[src/logic/flag_op_map.svh]
/*
 * constants of the flag and control op decoder: opcode values, flag bit
 * positions, reset values and cycle counts.
 * assumes it is included by bare name wherever a constant is needed.
 */
`ifndef FLAG_OP_MAP_SVH
`define FLAG_OP_MAP_SVH

// ----------------------------------------------------------------------
// opcode field
// ----------------------------------------------------------------------
`define OPC_W 8
`define OPC_IDLE 8'h00
`define OPC_V_SET 8'h01
`define OPC_V_CLR 8'h02
`define OPC_T_SET 8'h03
`define OPC_T_CLR 8'h04
`define OPC_H_SET 8'h05
`define OPC_H_CLR 8'h06
`define OPC_SLEEP 8'h07
`define OPC_WDOG 8'h08
`define OPC_BREAK 8'h09

// ----------------------------------------------------------------------
// status flag layout and reset value
// ----------------------------------------------------------------------
`define FLAGS_W 8
`define FLAG_BIT_V 3
`define FLAG_BIT_H 5
`define FLAG_BIT_T 6
`define FLAGS_RESET 8'h00

// ----------------------------------------------------------------------
// timing: cycles each op occupies
// ----------------------------------------------------------------------
`define OP_CYCLES 1

`endif

[src/logic/flag_op_pkg.sv]
/*
 * types shared by the flag and control op decoder and its classifier.
 * assumes flag_op_map.svh is on the include path.
 */
`include "flag_op_map.svh"

package flag_op_pkg;

    // ------------------------------------------------------------------
    // decoded operation kinds
    // ------------------------------------------------------------------
    typedef enum logic [3:0] {
        K_NONE,
        K_IDLE,
        K_V_SET,
        K_V_CLR,
        K_T_SET,
        K_T_CLR,
        K_H_SET,
        K_H_CLR,
        K_SLEEP,
        K_WDOG,
        K_BREAK
    } op_kind_t;

    // ------------------------------------------------------------------
    // carriers
    // ------------------------------------------------------------------
    typedef struct packed {
        logic valid;                      // opcode presented this cycle
        logic [`OPC_W-1:0] code;          // opcode value
    } op_req_t;

    typedef struct packed {
        logic en;                         // core loads the whole flag byte
        logic [`FLAGS_W-1:0] data;        // value to load
    } flag_load_t;

    typedef struct packed {
        logic sleep;                      // hand-off to sleep logic
        logic wdog;                       // watchdog restart
        logic brk;                        // debug break request
    } ctrl_strobe_t;

    typedef struct packed {
        logic [`FLAGS_W-1:0] flags;       // status flags register
        ctrl_strobe_t ctrl;               // control strobes
        logic done;                       // op retired
        logic unknown;                    // opcode not in this group
    } dec_state_t;

endpackage

[src/logic/flag_op_decoder.sv]
/*
 * flag and control op decoder: executes single-word flag set/clear ops
 * and control ops, holds the status flags and raises control strobes.
 * assumes the fetch stage presents at most one opcode per cycle on MCLK
 * and that sleep, watchdog and debug units sample one-cycle strobes.
 */
//
// Contract
// RULE_01: overflow set/clear ops, one cycle, V only
// RULE_02: half-carry set/clear ops, one cycle, H only
// RULE_03: transfer set/clear ops, one cycle, T only
// RULE_04: idle op changes nothing, always executes
// RULE_05: sleep op: one cycle, strobe sleep logic
// RULE_06: watchdog op: one cycle, restart strobe, flags kept
// RULE_07: break op only for debug, flags kept
//
`include "flag_op_map.svh"

module flag_op_decoder (
    input wire logic MCLK,
    input wire logic RST_B,
    input wire flag_op_pkg::op_req_t OP_IN,
    input wire logic DEBUG_EN,
    input wire flag_op_pkg::flag_load_t FLAG_LOAD,
    output logic [`FLAGS_W-1:0] FLAGS_OUT,
    output flag_op_pkg::ctrl_strobe_t CTRL_OUT,
    output logic OP_DONE,
    output logic OP_UNKNOWN
);

    // ------------------------------------------------------------------
    // constants
    // ------------------------------------------------------------------
    localparam logic [`FLAGS_W-1:0] V_MASK = `FLAGS_W'(1) << `FLAG_BIT_V;
    localparam logic [`FLAGS_W-1:0] H_MASK = `FLAGS_W'(1) << `FLAG_BIT_H;
    localparam logic [`FLAGS_W-1:0] T_MASK = `FLAGS_W'(1) << `FLAG_BIT_T;
    localparam int OP_CYC = `OP_CYCLES;   // every op here retires in this

    // ------------------------------------------------------------------
    // state
    // ------------------------------------------------------------------
    flag_op_pkg::dec_state_t st_q;        // all registered state
    flag_op_pkg::dec_state_t st_d;        // its next value
    flag_op_pkg::op_kind_t kind;          // decoded kind of OP_IN.code

    // ------------------------------------------------------------------
    // opcode classification
    // ------------------------------------------------------------------
    op_classify u_classify (
        .code(OP_IN.code),
        .kind(kind)
    );

    // ------------------------------------------------------------------
    // next-state logic
    // ------------------------------------------------------------------
    // the core's whole-byte load is applied first, then the op touches its
    // own bit, so an op and a load in one cycle still leave the op's flag
    // as the op demands and every other bit as the load gave it
    always_comb begin
        st_d = st_q;
        st_d.ctrl = '0;                   // strobes last one cycle
        st_d.done = 1'b0;
        st_d.unknown = 1'b0;
        if (FLAG_LOAD.en) begin
            st_d.flags = FLAG_LOAD.data;
        end
        if (OP_IN.valid) begin
            st_d.done = 1'b1;             // every op of this group retires in one cycle
            case (kind)
                flag_op_pkg::K_V_SET: begin
                    st_d.flags = st_d.flags | V_MASK;            // [RULE_01]
                end
                flag_op_pkg::K_V_CLR: begin
                    st_d.flags = st_d.flags & ~V_MASK;           // [RULE_01]
                end
                flag_op_pkg::K_H_SET: begin
                    st_d.flags = st_d.flags | H_MASK;            // [RULE_02]
                end
                flag_op_pkg::K_H_CLR: begin
                    st_d.flags = st_d.flags & ~H_MASK;           // [RULE_02]
                end
                flag_op_pkg::K_T_SET: begin
                    st_d.flags = st_d.flags | T_MASK;            // [RULE_03]
                end
                flag_op_pkg::K_T_CLR: begin
                    st_d.flags = st_d.flags & ~T_MASK;           // [RULE_03]
                end
                flag_op_pkg::K_IDLE: begin
                    // no state touched; needs no settled timing path,
                    // so it is safe right after a clock change [RULE_04]
                end
                flag_op_pkg::K_SLEEP: begin
                    st_d.ctrl.sleep = 1'b1;                      // [RULE_05]
                end
                flag_op_pkg::K_WDOG: begin
                    st_d.ctrl.wdog = 1'b1;                       // [RULE_06]
                end
                flag_op_pkg::K_BREAK: begin
                    // without debug support the op behaves as idle
                    st_d.ctrl.brk = DEBUG_EN;                    // [RULE_07]
                end
                default: begin
                    // not in this group: another unit executes it
                    st_d.done = 1'b0;
                    st_d.unknown = 1'b1;
                end
            endcase
        end
    end

    // ------------------------------------------------------------------
    // state register
    // ------------------------------------------------------------------
    always_ff @(posedge MCLK or negedge RST_B) begin
        if (!RST_B) begin
            st_q <= '{flags: `FLAGS_RESET, ctrl: '0, done: 1'b0, unknown: 1'b0};
        end else begin
            st_q <= st_d;
        end
    end

    // ------------------------------------------------------------------
    // outputs, straight from the state register
    // ------------------------------------------------------------------
    assign FLAGS_OUT = st_q.flags;
    assign CTRL_OUT = st_q.ctrl;
    assign OP_DONE = st_q.done;
    assign OP_UNKNOWN = st_q.unknown;

    // helper: an op of the given kind was taken without a concurrent load
    logic plain_op;
    assign plain_op = OP_IN.valid && !FLAG_LOAD.en;
endmodule

[src/logic/op_classify.sv]
/*
 * combinational opcode classifier for the flag and control op group.
 * assumes the opcode comes from a register in the fetch stage.
 */
`include "flag_op_map.svh"

module op_classify (
    input wire logic [`OPC_W-1:0] code,
    output flag_op_pkg::op_kind_t kind
);

    // ------------------------------------------------------------------
    // opcode lookup
    // ------------------------------------------------------------------
    // plain compare table; anything outside the group reports K_NONE
    always_comb begin
        case (code)
            `OPC_IDLE: kind = flag_op_pkg::K_IDLE;
            `OPC_V_SET: kind = flag_op_pkg::K_V_SET;
            `OPC_V_CLR: kind = flag_op_pkg::K_V_CLR;
            `OPC_T_SET: kind = flag_op_pkg::K_T_SET;
            `OPC_T_CLR: kind = flag_op_pkg::K_T_CLR;
            `OPC_H_SET: kind = flag_op_pkg::K_H_SET;
            `OPC_H_CLR: kind = flag_op_pkg::K_H_CLR;
            `OPC_SLEEP: kind = flag_op_pkg::K_SLEEP;
            `OPC_WDOG: kind = flag_op_pkg::K_WDOG;
            `OPC_BREAK: kind = flag_op_pkg::K_BREAK;
            default: kind = flag_op_pkg::K_NONE;
        endcase
    end

endmodule

[config.mk]
export PLATFORM = sky130hd
export DESIGN_NAME = flag_op_decoder
export DESIGN_NICKNAME = d
export VERILOG_FILES = /design/src/logic/flag_op_pkg.sv /design/src/logic/flag_op_decoder.sv /design/src/logic/op_classify.sv
export VERILOG_INCLUDE_DIRS = /design/src /design/src/logic
export SDC_FILE = /design/constraint.sdc
export NUM_CORES = 1
export LEC_CHECK = 0
export BUFFER_PORTS_ARGS = -buffer_cell sky130_fd_sc_hd__buf_2
export CORE_MARGIN = 2
export CORE_UTILIZATION = 45
export DETAILED_ROUTE_END_ITERATION = 8
export PLACE_DENSITY_LB_ADDON = 0.3
export SYNTH_ARGS = -nofsm -noshare
export SYNTH_HDL_FRONTEND = slang
export SYNTH_SLANG_ARGS = --single-unit
export TNS_END_PERCENT = 10
[constraint.sdc]
create_clock -name MCLK -period 0.8 [get_ports MCLK]
set_input_delay 0.04 -clock MCLK [delete_from_list [all_inputs] [get_ports MCLK]]
set_output_delay 0.04 -clock MCLK [all_outputs]
set_load 0.05 [all_outputs]
==> run_summary.xml <==
<?xml version="1.0" encoding="UTF-8"?>
<metrics>
  <group name="sta">
    <metric name="final_hold_viol_count" unit="">2</metric>
    <metric name="timing.slew.headroom" unit="%">76.82</metric>
    <metric name="skew" unit="ns">0</metric>
    <metric name="grt_setup_unrepaired" unit="">yes</metric>
    <metric name="layout_min_cycle_time" unit="ns">1.153</metric>
    <metric name="final_min_period_over_clock_period" unit="%">144.1</metric>
    <metric name="max_freq" unit="GHz">0.8676</metric>
    <metric name="setup_viol" unit="">21</metric>
    <metric name="setup_total_negative_slack" unit="ns">-2.649</metric>
    <metric name="max_transition_viols_final" unit="">0</metric>
    <metric name="worst_margin_slew" unit="ns">0.3477</metric>
    <metric name="timing.final.ws_setup" unit="ns">-0.3526</metric>
    <metric name="holdWs" unit="ns">-0.005370</metric>
  </group>
  <group name="synth">
    <metric name="synth.avg_cell_area" unit="um2">11.74</metric>
    <metric name="synth-seq-area-share" unit="%">42.62</metric>
    <metric name="ys_types" unit="">28</metric>
    <metric name="synthesis.nets" unit="">90</metric>
    <metric name="gate_count_post_synth" unit="">65</metric>
    <metric name="post_synth_main_area_contributors" unit="">dfrtp_1, mux2i_1, mux2_2</metric>
    <metric name="synth_largest_type_area_fraction" unit="%">42.62</metric>
    <metric name="cell_type_with_the_highest_aggregate_area_in_the_netlist" unit="">dfrtp_1</metric>
    <metric name="post_synth_instance_area" unit="um2">763.2</metric>
    <metric name="post_synthesis_sequential_element_count" unit="">13</metric>
    <metric name="ys_warn_count" unit="">0</metric>
  </group>
  <group name="global_routing">
    <metric name="grt_first_pass_wirelength" unit="um">3753</metric>
    <metric name="grt.overflow.total" unit="">0</metric>
    <metric name="grt_antenna_before_repair" unit="">0</metric>
    <metric name="grt_start_max_net_pins" unit="">14</metric>
    <metric name="grt_use_total" unit="%">26.41</metric>
    <metric name="number_of_global_route_vias_before_repair" unit="">819</metric>
  </group>
  <group name="clocking">
    <metric name="ctsHtreeMaxLevel" unit="">1</metric>
    <metric name="cts_tree" unit="">yes</metric>
    <metric name="numCtsBuffers" unit="">3</metric>
    <metric name="clk_root_buffer_cell" unit="">clkbuf_4</metric>
    <metric name="number_of_sinks_handled_by_clock_tree_synthesis" unit="">13</metric>
    <metric name="clk_pin_slew_worst_paths" unit="ns">0.07</metric>
    <metric name="cts_max_path_buffers" unit="">2</metric>
    <metric name="clk-insertion-delay-late" unit="ns">0.28</metric>
  </group>
  <group name="run_status">
    <metric name="failed_checks" unit="">hold timing, setup timing</metric>
    <metric name="outcome" unit="">finished with violations</metric>
  </group>
  <group name="routing">
    <metric name="drtPass1Iterations" unit="">4</metric>
    <metric name="wirelength" unit="um">2557</metric>
    <metric name="drcViolationCount" unit="">0</metric>
    <metric name="route.antenna.remaining_nets" unit="">0</metric>
    <metric name="starting_drc_count_in_detailed_routing" unit="">9</metric>
    <metric name="routedWlPerCell" unit="um">18.94</metric>
    <metric name="avg_vias_per_cell" unit="">5.719</metric>
    <metric name="route.vias.total" unit="">772</metric>
  </group>
  <group name="floorplanning">
    <metric name="die_area" unit="um2">2042</metric>
    <metric name="die-height" unit="um">45.19</metric>
    <metric name="coreArea" unit="um2">1541</metric>
    <metric name="io_pins" unit="">34</metric>
    <metric name="start_util" unit="%">49.51</metric>
    <metric name="placementRows" unit="">14</metric>
    <metric name="fp.dieW" unit="um">45.19</metric>
  </group>
  <group name="layout">
    <metric name="fin_nets" unit="">145</metric>
    <metric name="layout.cells.most_common_list" unit="">buf_2, buf_6, buf_4, dfrtp_1, mux2i_1</metric>
    <metric name="layout.cell_area.non_filler" unit="um2">1346</metric>
    <metric name="flow.area_growth_from_synthesis" unit="%">76.39</metric>
    <metric name="antennaDiodeCount" unit="">0</metric>
    <metric name="fill_cell_count" unit="">63</metric>
    <metric name="share_of_layout_cells_above_drive_strength_1" unit="%">65.55</metric>
  </group>
  <group name="flow_run">
    <metric name="drv_cap" unit="">0</metric>
  </group>
  <group name="pwr">
    <metric name="cellPowerDensity" unit="nW/um2">1363</metric>
    <metric name="power.ir.vdd_worst" unit="uV">886.9</metric>
    <metric name="total_leakage_power" unit="nW">0.6303</metric>
  </group>
  <group name="critical_path">
    <metric name="critPathTopFamily" unit="">simple AND/OR/NAND/NOR gates</metric>
    <metric name="worst_setup_path_start_kind" unit="">primary input</metric>
    <metric name="slowest_stage_delay_cp" unit="ns">0.55</metric>
    <metric name="path_buf_inv" unit="">2</metric>
    <metric name="worst_ep_arrival_time" unit="ns">1.34</metric>
    <metric name="cp_data_required_time" unit="ns">0.99</metric>
    <metric name="crit_path_max_fanout" unit="">3</metric>
    <metric name="critical_path.endpoint_type" unit="">register</metric>
    <metric name="worstPathCellList" unit="">buf_6 &gt; or4_4 &gt; a211oi_4 &gt; buf_4 &gt; nand2_2 &gt; nor3_2</metric>
    <metric name="critical-path-slowest-cell" unit="">or4_4</metric>
    <metric name="critical_path_class" unit="">primary input to register</metric>
  </group>
  <group name="placement">
    <metric name="global_placer_s_final_weighted_congestion" unit="">0.9344</metric>
    <metric name="port_buffers" unit="">33</metric>
    <metric name="hpwlAfterDp" unit="um">1315</metric>
    <metric name="placement.cell_area" unit="um2">1027</metric>
  </group>
  <group name="hold_path">
    <metric name="hold_class" unit="">primary input to register</metric>
  </group>
</metrics>
[routing by layer]
layer / vias to the layer above / global-route usage (%) / part of all wire, %
li1: 352 / - / -
met1: 378 / 29.57 / 38
met2: 35 / 48.29 / 54
met3: 7 / 5.200 / 5.9
met4: 0 / 10.59 / 2.3
met5: - / 0 / 0
[timing repair]
item / CTS / global route
gates cloned: 0 / 0
buffers inserted: 2 / 0
gates resized for setup: 43 / 15
endpoints found under the hold margin: 17 / 0
hold buffers: 5 / 0
pin swaps: 6 / 6
setup endpoints to repair: 21 / 23
[registers in the layout, summed over array words and instances, names as in the netlist]
signal      cells
CTRL_OUT        3
OP_UNKNOWN      1
OP_DONE         1
FLAGS_OUT       8
[power breakdown]
group | switching (mW) | internal [mW]
Combinational | 0.378 | 0.304
Clock | 0.223 | 0.194
Sequential | 0.0337 | 0.702
Total | 0.635 | 1.20
[final cells by class]
class | count | area (um2) | share of cell area, %
sequential | 13 | 325.3 | 24.16
timing repair buffer | 52 | 422.9 | 31.41
multi-input combinational | 47 | 535.5 | 39.78
inverter | 3 | 16.27 | 1.208
tap | 16 | 20.02 | 1.487
clock buffer | 4 | 26.28 | 1.952
[through the flow]
stage               util [%]  total power, mW  setup WS (ns)  instances
floorplan                  -            1.044        -0.4075         65
global placement       66.64            1.216        -0.5805        124
detailed placement     66.64            1.227        -0.6196        124
CTS                    82.63            1.754        -0.2988        135
global route           87.34            1.899        -0.4010        135
finish                 87.34            1.834        -0.3526        135
[Yosys cell counts, drive strengths merged]
master / instances
nor4: 2
nand3b: 2
and3b: 2
mux2i: 6
o21a: 1
o21ai: 2
a31oi: 1
nor2b: 1
inv: 3
nor3: 3
clkbuf: 1
nor4bb: 1
nor3b: 2
nor4b: 1
nand2b: 3
mux2: 5
dfrtp: 13
buf: 1
a211oi: 1
o41a: 1
or4: 1
o221ai: 1
a21oi: 2
ha: 4
a2bb2oi: 1
nand2: 3
nand4: 1
[final timing paths]
check / from / end / slack (ns) / cells past startpoint
worst max-delay path: OP_IN[6] / CTRL_OUT[0] / -0.35 / 6
worst min-delay path: FLAG_LOAD[7] / FLAGS_OUT[7] / -0.005 / 2
worst max register to register: FLAGS_OUT[6] / FLAGS_OUT[6] / -0.06 / 2
worst min register to register: FLAGS_OUT[7] / FLAGS_OUT[7] / 0.55 / 1
max in group asynchronous: RST_B / FLAGS_OUT[7] / 0.41 / 2
min in group asynchronous: RST_B / FLAGS_OUT[5] / 0.17 / 2
[cell families (layout without fill, tap and decap cells)]
family	after synthesis	in the layout	share of synthesized area, %
buffers and inverters	5	59	2.951
muxes	11	11	15.25
and+or+nand+nor	22	22	20.98
adders and majority gates	4	4	6.558
DFF	13	13	42.62
AOI/OAI and AO/OA	10	10	11.64
Power figures use the tool's default switching activity.
